[src/design/sptx_pkg.sv]
// sptx_pkg: constants and types for the serial audio input stage
// assumes: included before the input stage module
package sptx_pkg;
	localparam int SAMPLE_W = 24;
	localparam logic [4:0] BIT_CNT_MAX = 5'h1f;
	// oversampling ratios per frame and biphase bits per frame
	localparam int RATIO_384 = 384;
	localparam int RATIO_256 = 256;
	localparam int BIPHASE_PER_FRAME = 128;
	localparam logic [1:0] DIV_384 = 2'(RATIO_384 / BIPHASE_PER_FRAME - 1);
	localparam logic [1:0] DIV_256 = 2'(RATIO_256 / BIPHASE_PER_FRAME - 1);
	localparam logic [1:0] DIV_ZERO = 2'h0;
	localparam logic [4:0] CNT_ZERO = 5'h00;
	localparam logic [4:0] CNT_ONE = 5'h01;
	typedef enum logic {
		SPTX_FMT_I2S = 1'b0,
		SPTX_FMT_LJ = 1'b1
	} sptx_fmt_t;
endpackage

[src/design/sptx_serial_in.sv]
// sptx_serial_in: serial audio receiver and biphase clock divider
// assumes: bit clock, frame sync, data and oversampling clock synchronous to ref_clk
// Behaviour
// - i2s: sync low left, high right
// - i2s: msb one bit after transition
// - sample data and sync on rising edge
// - left-justified: sync high left, low right
// - left-justified: msb at sync transition
// - biphase enable divided from oversampling clock
// - divider supports 384 and 256 ratios
`timescale 1ns/1ns
module sptx_serial_in
(
	input wire logic ref_clk,
	input wire logic sys_rst,
	input wire sptx_pkg::sptx_fmt_t fmt_sel,
	input wire logic ratio_256_sel,
	input wire logic bit_clk,
	input wire logic frame_sync,
	input wire logic ser_data,
	input wire logic oversampling_clock_in,
	output logic [sptx_pkg::SAMPLE_W-1:0] left_sample,
	output logic [sptx_pkg::SAMPLE_W-1:0] right_sample,
	output logic pair_valid,
	output logic biphase_en
);
	import sptx_pkg::*;

	// ----------------------------------------
	// input edge detection
	// ----------------------------------------
	logic bclk_q, bclk_d, osc_q, osc_d;
	logic rise, osc_rise;
	always_comb begin
		bclk_d = bit_clk;
		osc_d = oversampling_clock_in;
		rise = bit_clk & ~bclk_q;
		osc_rise = oversampling_clock_in & ~osc_q;
	end
	always_ff @(posedge ref_clk or posedge sys_rst) begin
		if (sys_rst) begin
			bclk_q <= 1'b0;
			osc_q <= 1'b0;
		end else begin
			bclk_q <= bclk_d;
			osc_q <= osc_d;
		end
	end

	// ----------------------------------------
	// serial capture and pairing
	// ----------------------------------------
	logic fs_q, fs_d;
	logic [SAMPLE_W-1:0] sh_q, sh_d, lh_q, lh_d, lo_q, lo_d, ro_q, ro_d;
	logic [4:0] cnt_q, cnt_d;
	logic pv_q, pv_d;
	logic fs_edge, in_left;
	always_comb begin
		fs_d = fs_q;
		sh_d = sh_q;
		lh_d = lh_q;
		lo_d = lo_q;
		ro_d = ro_q;
		cnt_d = cnt_q;
		pv_d = 1'b0;
		fs_edge = frame_sync != fs_q;
		// channel of the word now ending, by the previous sync level
		in_left = (fmt_sel == SPTX_FMT_I2S) ? ~fs_q : fs_q;
		if (rise) begin
			fs_d = frame_sync;
			if (fs_edge) begin
				// close the finished word
				if (in_left)
					lh_d = sh_q;
				else begin
					lo_d = lh_q;
					ro_d = sh_q;
					pv_d = 1'b1;
				end
				if (fmt_sel == SPTX_FMT_I2S) begin
					// bit at the transition still belongs to the old word
					if (cnt_q < 5'(SAMPLE_W)) begin
						if (in_left)
							lh_d = {sh_q[SAMPLE_W-2:0], ser_data};
						else
							ro_d = {sh_q[SAMPLE_W-2:0], ser_data};
					end
					// new word starts empty, its msb comes with the next rise
					sh_d = '0;
					cnt_d = CNT_ZERO;
				end else begin
					sh_d = {{(SAMPLE_W-1){1'b0}}, ser_data};
					cnt_d = CNT_ONE;
				end
			end else if (cnt_q < 5'(SAMPLE_W)) begin
				sh_d = {sh_q[SAMPLE_W-2:0], ser_data};
				cnt_d = cnt_q + CNT_ONE;
			end
		end
	end
	always_ff @(posedge ref_clk or posedge sys_rst) begin
		if (sys_rst) begin
			fs_q <= 1'b0;
			sh_q <= '0;
			lh_q <= '0;
			lo_q <= '0;
			ro_q <= '0;
			cnt_q <= CNT_ZERO;
			pv_q <= 1'b0;
		end else begin
			fs_q <= fs_d;
			sh_q <= sh_d;
			lh_q <= lh_d;
			lo_q <= lo_d;
			ro_q <= ro_d;
			cnt_q <= cnt_d;
			pv_q <= pv_d;
		end
	end
	assign left_sample = lo_q;
	assign right_sample = ro_q;
	assign pair_valid = pv_q;

	// ----------------------------------------
	// biphase clock divider
	// ----------------------------------------
	logic [1:0] div_q, div_d;
	logic bp_q, bp_d;
	logic [1:0] div_end;
	always_comb begin
		div_end = ratio_256_sel ? DIV_256 : DIV_384;
		div_d = div_q;
		bp_d = 1'b0;
		if (osc_rise) begin
			if (div_q >= div_end) begin
				div_d = DIV_ZERO;
				bp_d = 1'b1;
			end else
				div_d = div_q + 2'h1;
		end
	end
	always_ff @(posedge ref_clk or posedge sys_rst) begin
		if (sys_rst) begin
			div_q <= DIV_ZERO;
			bp_q <= 1'b0;
		end else begin
			div_q <= div_d;
			bp_q <= bp_d;
		end
	end
	assign biphase_en = bp_q;

	// ----------------------------------------
	// checks
	// ----------------------------------------
	a_pair_on_close: assert property (@(posedge ref_clk) disable iff (sys_rst)
		pair_valid |-> $past(rise) && $past(fs_edge) && !$past(in_left))
		else $error("pair without closing edge");
	a_pair_once: assert property (@(posedge ref_clk) disable iff (sys_rst)
		pair_valid |=> !pair_valid)
		else $error("pair valid longer than one cycle");
	a_lj_first_bit: assert property (@(posedge ref_clk) disable iff (sys_rst)
		rise && fs_edge && fmt_sel == SPTX_FMT_LJ |=> cnt_q == CNT_ONE)
		else $error("lj msb not taken at transition");
	a_i2s_delay: assert property (@(posedge ref_clk) disable iff (sys_rst)
		rise && fs_edge && fmt_sel == SPTX_FMT_I2S |=> cnt_q == CNT_ZERO)
		else $error("i2s transition bit not skipped");
	a_hold_no_edge: assert property (@(posedge ref_clk) disable iff (sys_rst)
		!rise |=> $stable(cnt_q) && $stable(sh_q))
		else $error("capture without rising edge");
	a_div_256: assert property (@(posedge ref_clk) disable iff (sys_rst)
		ratio_256_sel && biphase_en |=> div_q == DIV_ZERO)
		else $error("divider not restarted");
	a_div_bound: assert property (@(posedge ref_clk) disable iff (sys_rst)
		div_q <= DIV_384)
		else $error("divider overrun");
	a_bp_cause: assert property (@(posedge ref_clk) disable iff (sys_rst)
		biphase_en |-> $past(osc_rise))
		else $error("biphase pulse without oscillator edge");

	// channel is judged by the sync level that the closing edge leaves
	a_i2s_pair_fall: assert property (@(posedge ref_clk) disable iff (sys_rst)
		pair_valid && $past(fmt_sel) == SPTX_FMT_I2S |-> !$past(frame_sync))
		else $error("i2s pair closed without sync fall");
	a_lj_pair_rise: assert property (@(posedge ref_clk) disable iff (sys_rst)
		pair_valid && $past(fmt_sel) == SPTX_FMT_LJ |-> $past(frame_sync))
		else $error("lj pair closed without sync rise");

	// the bit at an i2s transition ends the old word
	a_i2s_old_left: assert property (@(posedge ref_clk) disable iff (sys_rst)
		rise && fs_edge && fmt_sel == SPTX_FMT_I2S && in_left && cnt_q < 5'(SAMPLE_W)
		|=> lh_q[0] == $past(ser_data))
		else $error("i2s transition bit lost from left word");
	a_i2s_old_right: assert property (@(posedge ref_clk) disable iff (sys_rst)
		rise && fs_edge && fmt_sel == SPTX_FMT_I2S && !in_left && cnt_q < 5'(SAMPLE_W)
		|=> right_sample[0] == $past(ser_data))
		else $error("i2s transition bit lost from right word");

	// the bit at a left-justified transition opens the new word
	a_lj_msb_taken: assert property (@(posedge ref_clk) disable iff (sys_rst)
		rise && fs_edge && fmt_sel == SPTX_FMT_LJ |=> sh_q[0] == $past(ser_data))
		else $error("lj transition bit not shifted in");

	// sync and word length follow the rising bit clock only
	a_sync_follow: assert property (@(posedge ref_clk) disable iff (sys_rst)
		rise |=> fs_q == $past(frame_sync))
		else $error("sync level not taken on rising edge");
	a_cnt_bound: assert property (@(posedge ref_clk) disable iff (sys_rst)
		cnt_q <= 5'(SAMPLE_W))
		else $error("word counter beyond sample width");

	// divider wraps on the last oscillator rise of each ratio
	a_div_wrap_384: assert property (@(posedge ref_clk) disable iff (sys_rst)
		osc_rise && !ratio_256_sel && div_q == DIV_384 |=> biphase_en)
		else $error("no biphase pulse at 384 wrap");
	a_div_wrap_256: assert property (@(posedge ref_clk) disable iff (sys_rst)
		osc_rise && ratio_256_sel && div_q == DIV_256 |=> biphase_en)
		else $error("no biphase pulse at 256 wrap");
	a_div_no_early: assert property (@(posedge ref_clk) disable iff (sys_rst)
		osc_rise && div_q < div_end |=> !biphase_en)
		else $error("biphase pulse before divider wrap");

	// handed words stand between pairs; the left one comes from the held left word
	a_pair_hold: assert property (@(posedge ref_clk) disable iff (sys_rst)
		!pair_valid |-> $stable(left_sample) && $stable(right_sample))
		else $error("samples changed without pair valid");
	a_left_to_out: assert property (@(posedge ref_clk) disable iff (sys_rst)
		pair_valid |-> left_sample == $past(lh_q))
		else $error("left sample not the held left word");
endmodule

[config.mk]
export PLATFORM = sky130hd
export DESIGN_NAME = sptx_serial_in
export DESIGN_NICKNAME = d
export VERILOG_FILES = /design/src/design/sptx_pkg.sv /design/src/design/sptx_serial_in.sv
export SDC_FILE = /design/constraint.sdc
export NUM_CORES = 1
export LEC_CHECK = 0
export BUFFER_PORTS_ARGS = -buffer_cell sky130_fd_sc_hd__clkbuf_2
export CORE_ASPECT_RATIO = 0.5
export CORE_MARGIN = 5
export CORE_UTILIZATION = 25
export CTS_CLUSTER_SIZE = 14
export DETAILED_ROUTE_END_ITERATION = 10
export PLACE_DENSITY_LB_ADDON = 0.05
export SYNTH_ARGS = -nofsm -noshare
export SYNTH_HDL_FRONTEND = slang
export SYNTH_SLANG_ARGS = --single-unit
[constraint.sdc]
create_clock -name ref_clk -period 7.3 [get_ports ref_clk]
set_input_delay 1.095 -clock ref_clk [delete_from_list [all_inputs] [get_ports ref_clk]]
set_output_delay 1.095 -clock ref_clk [all_outputs]
set_load 0.02 [all_outputs]
==> impl_metrics.csv, run 1 <==
group,metric,value,unit
die,core,0.01835,sq mm
critical_path,worstPathRequired,7530,ps
sta,finClkSkew,10.22,ps
critical_path,worstSetupStartpointType,"primary input",
route,postRouteWirelength,10.22,mm
route,drc,0,
route,drtIter0Drc,106,
sta,setup_viol,0,
clock_tree,insertion_delay,340,ps
finish,drive_above_1_share,34.78,%
finish,regArea,0.002703,sq mm
yosys,synthArstFlopShare,100.0,%
place,dp_hpwl,6.750,mm
yosys,synth_edf_count,0,
critical_path,crit_arrival,3140,ps
clock_tree,cts_buffers,9,
power,p_per_area,274.2,mW/mm^2
yosys,syn_inst,360,
global_route,gr-total-overflow,0,
yosys,ys.flop_type,"dfrtp_1",
sta,final.period_utilization,39.86,%
place,io_buffer_count,57,
clock_tree,cts-hold-fix-buffers,0,
critical_path,reg2reg_to,"left_sample[6]$_DFFE_PP0P_",
critical_path,r2r_cells,4,
yosys,synth-simple-area-share,6.074,%
sta,worst_slew_pin_slew,1230,ps
clock_tree,postCtsSetupBuffers,0,
job,maxCapViolations,0,
critical_path,end_kind,"register",
yosys,synth_nets,372,
finish,fin_util,29.60,%
die,start_util,25.37,%
global_route,grt_use_total,9.974,%
finish,multi_input_area,0.001699,sq mm
yosys,synth_xor_area_share,0.1881,%
power,p_leak,0.002647,uW
finish,n_antenna_cell,0,
yosys,synth_top_family_by_area,"multiplexers",
critical_path,critPathMaxFanout,35,
sta,relSlewSlack,17.75,%
sta,maxSlewViolCount,0,
clock_tree,cts_sinks,108,
route,ant_nets,0,
die,die_h,106.5,microns
die,rows,35,
sta,rsz0062_at_grt,"false",
sta,timing.fmax,0.3436,GHz
yosys,synthMuxAreaShare,22.49,%
route,wire_per_inst,15.63,microns
yosys,synth_compound_area_share,6.450,%
global_route,grt_pass1_wl,17.38,mm
clock_tree,clock_path_buffers,2,
yosys,ys_warn_count,0,
clock_tree,clk_transition_reported_paths,70,ps
place,place.gp.congestion,0.7175,
yosys,synth_cell_type_count,37,
critical_path,reg2reg_from,"fs_q$_DFFE_PP0P_",
clock_tree,root_buffer,"clkbuf_16",
finish,fin_nets,421,
clock_tree,cts_resized,0,
clock_tree,cts_tree,"built",
run_status,status,"completed",
critical_path,cp-endpoint,"left_sample[6]$_DFFE_PP0P_",
critical_path,crit_type,"in2reg",
global_route,antenna_found_initial,0,
sta,finalSetupTns,0,ps
finish,fill_cells,1870,
die,dieArea,0.02162,sq mm
finish,syn2layout_area_growth,16.66,%
yosys,yosysSeqAreaShare,58.05,%
power,vdd_drop_max,102.0,uV
critical_path,crit_start,"fmt_sel",
yosys,synth_adder_area_share,1.075,%
yosys,avgSynthCellArea,12.93,sq um
clock_tree,cts_max_level,3,
route,vias,2867,
critical_path,r2r_setup_slack,4860,ps
yosys,synth-seq-cells,108,
sta,period_needed,2910,ps
route,first_pass_iters,4,
die,num_io_pins,58,
yosys,synthesis.area,0.004656,sq mm
die,die_width,203.0,microns
route,vias_per_cell,4.384,
sta,final-hold-violation-count,0,
global_route,grt_max_degree,68,
global_route,grt_pass1_vias,3184,
worst_hold_path,hold_path.class,"reg2reg",
where the power goes:
group	leakage (uW)	switching [uW]	internal, uW
Clock	0.000144	230	245
Sequential	0.00147	45.7	681
Combinational	0.00104	172	116
Total	0.00265	447	1040
critical path, stage by stage:
cell and delay [ps]:
clkbuf_2 140, or3b_1 450, a21oi_4 510, buf_4 520, mux2_2 400
placed cells by master (no fill, tap or decap), types with 3 or more instances in the layout:
cell type,n
inv_6,3
mux2_1,10
nand2_1,6
dfrtp_1,108
ha_1,4
mux2_2,59
clkbuf_2,57
inv_1,31
nand4_1,27
nor2_1,3
nand2b_1,3
mux2i_1,27
o21ai_0,27
clkbuf_16,9
a21oi_1,4
buf_4,5
cell usage after synthesis, drive strengths merged, types with 2 or more instances:
master   instances  area share (%)
dfrtp          108              58
mux2            69              17
inv             32             2.6
mux2i           27             5.8
nand4           27             3.6
o21ai           27             2.9
buf             12             2.1
clkbuf          12            0.97
nand2            6            0.48
a21oi            5            0.78
ha               4             1.1
nand2b           3            0.40
nor2             3            0.24
a21bo            2            0.43
a21o             2            0.32
nand3            2            0.22
nor2b            2            0.27
o2111ai          2            0.38
o211ai           2            0.32
logic make-up (layout without fill, tap and decap cells):
logic type | Yosys count | count (layout)
multiplexers | 96 | 96
adder cells (fa/ha/maj) | 4 | 4
AO/OA/AOI/OAI | 47 | 47
flip-flops | 108 | 108
XOR/XNOR | 1 | 1
buffers and inverters | 56 | 110
AND/OR/NAND/NOR | 48 | 48
area by class of cell:
type	count	area share (%)
timing repair buffer	62	5.943
multi-input combinational	196	31.28
clock buffer	10	4.400
clock inverter	6	0.8293
inverter	32	2.258
sequential	108	49.76
tap	240	5.529
how the worst min path moves through the flow:
| stage | start | depth (start not counted) | end | slack [ps] |
|---|---|---|---|---|
| after global routing | lh_q[0]$_DFFE_PP0P_ | 1 | left_sample[0]$_DFFE_PP0P_ | 520 |
| after detailed placement | right_sample[15]$_DFFE_PP0P_ | 1 | right_sample[15]$_DFFE_PP0P_ | 480 |
| after global placement | right_sample[15]$_DFFE_PP0P_ | 1 | right_sample[15]$_DFFE_PP0P_ | 480 |
| after CTS | right_sample[11]$_DFFE_PP0P_ | 1 | right_sample[11]$_DFFE_PP0P_ | 500 |
| final | right_sample[9]$_DFFE_PP0P_ | 1 | right_sample[9]$_DFFE_PP0P_ | 500 |
| after floorplan | cnt_q[2]$_DFFE_PP0P_ | 1 | cnt_q[2]$_DFFE_PP0P_ | 470 |
flip-flops by register name (all words and copies together), names as in the netlist:
register	cells
lh_q	24
div_q	2
osc_q	1
right_sample	24
cnt_q	5
pair_valid	1
bclk_q	1
sh_q	24
left_sample	24
biphase_en	1
fs_q	1
metrics by stage:
step / std cells / cell area (sq um) / setup WS, ps / hold WS (ps) / power (uW)
2_1_floorplan: 360 / 4656 / 3359 / 471.4 / 931.0
3_3_place_gp: 638 / 5147 / 4062 / 475.4 / 1025
3_5_place_dp: 638 / 5147 / 3984 / 479.4 / 1036
4_1_cts: 654 / 5431 / 4356 / 504.8 / 1525
5_1_grt: 654 / 5431 / 4271 / 517.6 / 1577
6_report: 654 / 5431 / 4390 / 500.0 / 1489
metal layers:
metal	vias to the layer above	track usage (%)	wire length, microns
li1	1367	-	-
met1	1460	14.05	5270
met2	33	15.08	4506
met3	7	2.987	361
met4	0	2.372	80
met5	-	0	0
No activity file was read; power rests on OpenSTA's default activity.
==> run 2, diff against run 1 <==
- ABC_AREA: not set -> 1
- clock period: 7.3 -> 2.95 ns (I/O delays scaled with it)
==> impl_metrics.csv, run 2 <==
group,metric,value,unit
clock_tree,root_buffer,"clkbuf_16",
die,dieArea,0.02307,sq mm
yosys,synthesis.area,0.004994,sq mm
clock_tree,cts_max_level,3,
power,power_frac_comb,26.0,%
sta,worst_slew_pin_slew,879.8,ps
power,total_power,4691,uW
sta,setup_viol,0,
clock_tree,clock_path_buffers,2,
sta,rsz0062_at_grt,"false",
power,p_int,3035,uW
sta,period_needed,1914,ps
power,p_leak,0.003043,uW
run_status,status,"completed",
yosys,avgSynthCellArea,7.951,sq um
clock_tree,insertion_delay,360,ps
yosys,ys_warn_count,0,
global_route,grt_max_degree,67,
die,core,0.01955,sq mm
place,dp_hpwl,9.354,mm
yosys,synth_nets,640,
finish,final_common_cell,"nand2_1",
sta,maxSlewViolCount,0,
clock_tree,cts-hold-fix-buffers,0,
global_route,grt_use_total,12.67,%
yosys,yosysSeqAreaShare,54.12,%
die,rows,36,
route,drc,0,
power,p_sw_share,35.29,%
clock_tree,postCtsSetupBuffers,0,
finish,mostFrequentLayoutCells,"nand2_1 (270), dfrtp_1 (108), nand3_1 (76)",
sta,finalSetupTns,0,ps
yosys,ys.flop_type,"dfrtp_1",
die,die_h,109.9,microns
die,die_width,209.9,microns
sta,final-hold-violation-count,0,
place,place.gp.congestion,0.7202,
power,clock_power_share,29.1,%
finish,drive_above_1_share,14.24,%
die,start_util,25.54,%
sta,final.period_utilization,64.89,%
die,num_io_pins,58,
route,ant_nets,0,
critical_path,critPathTopFamily,"simple AND/OR/NAND/NOR gates",
route,postRouteWirelength,13.83,mm
critical_path,worst-path-buf-inv,2,
yosys,yosysMostFrequentCell,"nand2_1",
yosys,synth-seq-cells,108,
yosys,synth.largest_area_cell,"dfrtp_1",
route,first_pass_iters,4,
critical_path,critPathMaxFanout,24,
clock_tree,cts_tree,"built",
yosys,synth_cell_type_count,23,
route,vias_per_cell,4.301,
power,seq_power_share,45.0,%
power,vdd_drop_max,273.5,uV
route,drtIter0Drc,243,
place,io_buffer_count,57,
yosys,yosys.area.top_type_share,54.12,%
global_route,grt_pass1_vias,3883,
clock_tree,cts_resized,0,
sta,timing.fmax,0.5224,GHz
yosys,synthArstFlopShare,100.0,%
yosys,syn_inst,628,
global_route,gr-total-overflow,0,
route,wire_per_inst,14.71,microns
critical_path,cp_common_cell,"nand2_2",
clock_tree,cts_sinks,108,
clock_tree,clk_transition_reported_paths,80,ps
power,p_per_area,801.9,mW/mm^2
critical_path,critPathSlowestCell,"dfrtp_1",
critical_path,worstSetupStartpointType,"register",
route,vias,4043,
worst_hold_path,hold_path.class,"in2async",
global_route,grt_pass1_wl,22.80,mm
yosys,ys_top_cells_by_area,"dfrtp_1 (54%), nand2_1 (20%), nand3_1 (7.6%)",
critical_path,worstPathRequired,3180,ps
sta,relSlewSlack,41.26,%
sta,whs,117.8,ps
global_route,antenna_found_initial,0,
yosys,synth_edf_count,0,
yosys,synth_top_cells_by_count,"nand2_1 (270), dfrtp_1 (108), nand3_1 (76), o21ai_0 (70), inv_1 (34)",
place,dpl.cell_count,924,
power,switching_power,1655,uW
clock_tree,cts_buffers,9,
critical_path,crit_chain,"inv_2 > nand2_2 > nand2_2 > nand2_4 > inv_2 > nand2_2 > nand2_1 > nand3_1",
job,maxCapViolations,0,
finish,fin_nets,681,
finish,n_antenna_cell,0,
critical_path,end_kind,"register",
critical_path,crit_type,"reg2reg",
critical_path,cp_slowest_stage_delay,440,ps
sta,setup_slack,1036,ps
sta,finClkSkew,8.180,ps
critical_path,crit_arrival,2150,ps
place,dp_slack,879.6,ps
finish,syn2layout_area_growth,17.14,%
finish,fin_cells,940,
-- run 2: cell types whose count changed in the layout (fill, tap and decap cells not counted), moves of 4 or more --
cell     previous run  this run
inv_2               0         4
mux2_1             10         0
mux2_2             59         0
mux2i_1            27         0
nand2_1             6       270
nand2_2             0         5
nand3_1             2        76
nand4_1            27         3
nor2_1              3         8
o21ai_0            27        70
-- run 2: kinds of logic after synthesis --
| logic type | Yosys count | share of synthesized area, % |
|---|---|---|
| AOI/OAI and AO/OA | 72 | 7.216 |
| xor gates and xnor gates | 1 | 0.1754 |
| DFF | 108 | 54.12 |
| and+or+nand+nor | 367 | 30.52 |
| adders and majority gates | 4 | 1.002 |
| buffers and inverters | 76 | 6.965 |
-- run 2: path summary, 6_finish.rpt --
path,slack (ps),endpoint,cells after the start,startpoint
hold reg to reg,470,left_sample[12]$_DFFE_PP0P_,2,left_sample[12]$_DFFE_PP0P_
min in group ref_clk,210,osc_q$_DFF_PP0_,1,oversampling_clock_in
setup / recovery,1040,lh_q[23]$_DFFE_PP0P_,8,fs_q$_DFFE_PP0P_
hold / removal,120,left_sample[11]$_DFFE_PP0P_,2,sys_rst
setup reg to reg,1040,lh_q[23]$_DFFE_PP0P_,8,fs_q$_DFFE_PP0P_
max in group asynchronous,2090,cnt_q[2]$_DFFE_PP0P_,3,sys_rst
-- run 2: layout make-up --
class                   count  area, sq um
fillers                  2122        13700
flip-flops and latches    108         2703
multi-input cells         444         1943
repair buffers             67        385.4
well taps                 266        332.8
clock buffers              10        239.0
inverters                  39        150.1
clock inverters             6        96.34
-- run 2: worst register-to-register path, cell delays in order, from the launching register on --
cell	delay, ps
dfrtp_1	440
inv_2	120
nand2_2	70
nand2_2	120
nand2_4	100
inv_2	310
nand2_2	410
nand2_1	160
nand3_1	80
-- run 2: power groups by stage --
stage | Clock (uW) | Combinational, uW | Sequential [uW]
finish | 1360 | 1220 | 2110
floorplan | 0 | 534 | 2390
detailed placement | 0 | 1250 | 2140
global route | 1480 | 1380 | 2160
CTS | 1420 | 1250 | 2110
global placement | 0 | 1240 | 2140
-- run 2: stage by stage --
step | utilization (%) | instance area, sq um
6_report | 29.92 | 5849
5_1_grt | 29.92 | 5849
4_1_cts | 29.92 | 5849
3_5_place_dp | 28.21 | 5514
2_1_floorplan | - | 4997
3_3_place_gp | 28.21 | 5514
-- run 2: layer usage --
layer  vias up  part of all wire, %  wire length, microns  track usage (%)
li1       2077                    -                     -                -
met1      1881                   58                  8037            20.91
met3        10                  5.0                   692            3.449
met2        75                   36                  4976            15.74
met4         0                 0.88                   121            2.513
met5         -                    0                     0                0
==> run 3, diff against run 2 <==
- ABC_AREA: 1 -> 0
- clock period: 2.95 -> 1.95 ns (I/O delays scaled with it)
==> impl_metrics.csv, run 3 (same netlist as run 1, synthesis figures left out) <==
group,metric,value,unit
critical_path,reg2reg_to,"left_sample[4]$_DFFE_PP0P_",
sta,finClkSkew,10.10,ps
sta,worst_slew_pin_slew,549.3,ps
power,vdd_drop_max,504.4,uV
power,p_leak,0.002774,uW
worst_hold_path,hold_end,"osc_q$_DFF_PP0_",
die,num_io_pins,58,
global_route,antenna_found_initial,0,
sta,timing.fmax,0.5446,GHz
clock_tree,clock_path_buffers,2,
run_status,status,"completed",
sta,finalSetupTns,0,ps
critical_path,critPathSlowestCell,"dfrtp_1",
critical_path,cp_slowest_stage_delay,450,ps
worst_hold_path,hp-start,"oversampling_clock_in",
sta,maxSlewViolCount,0,
die,die_width,203.0,microns
worst_hold_path,hold_path.class,"in2reg",
critical_path,worstSetupStartpointType,"register",
power,p_per_area,1045,mW/mm^2
sta,setup_viol,0,
job,maxCapViolations,0,
clock_tree,cts_resized,0,
place,dp_slack,121.3,ps
route,drc,0,
die,core,0.01835,sq mm
critical_path,end_kind,"register",
global_route,grt_pass1_wl,17.60,mm
place,place.gp.congestion,0.7156,
finish,n_antenna_cell,0,
critical_path,worstPathRequired,2180,ps
finish,mostFrequentLayoutCells,"dfrtp_1 (108), mux2_2 (59), clkbuf_2 (57)",
critical_path,worst-path-buf-inv,1,
clock_tree,cts_tree,"built",
die,die_h,106.5,microns
die,start_util,25.37,%
critical_path,crit_arrival,2070,ps
route,first_pass_iters,4,
clock_tree,cts_sinks,108,
critical_path,crit_type,"reg2reg",
global_route,gr-total-overflow,0,
die,rows,35,
critical_path,crit_chain,"or3b_1 > a21oi_4 > buf_12 > mux2_2",
sta,period_needed,1836,ps
finish,final_common_cell,"dfrtp_1",
place,io_buffer_count,57,
finish,fin_nets,436,
clock_tree,cts_max_level,3,
critical_path,r2r_cells,4,
sta,final-hold-violation-count,0,
finish,fill_cells,1831,
finish,drive_above_1_share,36.83,%
sta,setup_slack,113.7,ps
global_route,grt_pass1_vias,3256,
sta,rsz0062_at_grt,"false",
global_route,grt_max_degree,43,
clock_tree,cts_buffers,9,
route,vias_per_cell,4.423,
clock_tree,insertion_delay,350,ps
clock_tree,clk_transition_reported_paths,70,ps
finish,syn2layout_area_growth,22.66,%
critical_path,critPathMaxFanout,17,
place,dp_hpwl,7.048,mm
worst_hold_path,holdPathStages,1,
critical_path,reg2reg_from,"fs_q$_DFFE_PP0P_",
die,dieArea,0.02162,sq mm
route,drtIter0Drc,116,
route,vias,2959,
sta,relSlewSlack,63.30,%
clock_tree,root_buffer,"clkbuf_16",
route,wire_per_inst,15.36,microns
clock_tree,postCtsSetupBuffers,0,
global_route,grt_use_total,10.17,%
critical_path,critPathTopFamily,"flip-flops",
route,ant_nets,0,
route,postRouteWirelength,10.28,mm
sta,final.period_utilization,94.17,%
critical_path,r2r_setup_slack,110,ps
[run 3: power breakdown]
part,switching (uW),internal [uW]
Clock,859,1270
Sequential,174,2550
Combinational,649,467
[run 3: layer usage]
| layer | vias to the layer above | global-route usage [%] | share of wire (%) |
|---|---|---|---|
| li1 | 1407 | - | - |
| met1 | 1512 | 13.47 | 50 |
| met2 | 30 | 15.96 | 45 |
| met3 | 10 | 3.383 | 3.7 |
| met4 | 0 | 2.953 | 1.1 |
| met5 | - | 0 | 0 |
[run 3: worst max-delay path by stage]
| stage | depth (start not counted) | from | to |
|---|---|---|---|
| detailed placement | 4 | fs_q$_DFFE_PP0P_ | left_sample[4]$_DFFE_PP0P_ |
| floorplan | 5 | fs_q$_DFFE_PP0P_ | right_sample[10]$_DFFE_PP0P_ |
| global placement | 5 | frame_sync | left_sample[17]$_DFFE_PP0P_ |
| CTS | 4 | fs_q$_DFFE_PP0P_ | left_sample[15]$_DFFE_PP0P_ |
| global route | 4 | fs_q$_DFFE_PP0P_ | right_sample[17]$_DFFE_PP0P_ |
| finish | 4 | fs_q$_DFFE_PP0P_ | left_sample[4]$_DFFE_PP0P_ |
[run 3: per-stage QoR]
stage          util [%]  cell area [sq um]  hold WS [ps]  std cells  total power (uW)
2_1_floorplan         -               4659         323.9        360              3486
3_3_place_gp      29.18               5354         356.8        652              3877
3_5_place_dp      29.18               5354         370.6        652              3924
4_1_cts           31.12               5710         38.95        669              6110
5_1_grt           31.12               5710         47.89        669              6308
6_report          31.12               5710         58.29        669              5967
[run 3: cell type report]
class / instances / area [sq um] / share of cell area (%)
Sequential cell: 108 / 2703 / 47.33
Multi-Input combinational cell: 196 / 1699 / 29.75
Timing Repair Buffer: 77 / 538.0 / 9.422
Tap cell: 240 / 300.3 / 5.259
Clock buffer: 9 / 225.2 / 3.944
Inverter: 32 / 123.9 / 2.169
Clock inverter: 7 / 121.4 / 2.125
[run 3: timing repair]
item	CTS	global route
setup endpoints to repair	0	0
hold buffers	1	0
hold endpoints to repair	18	0
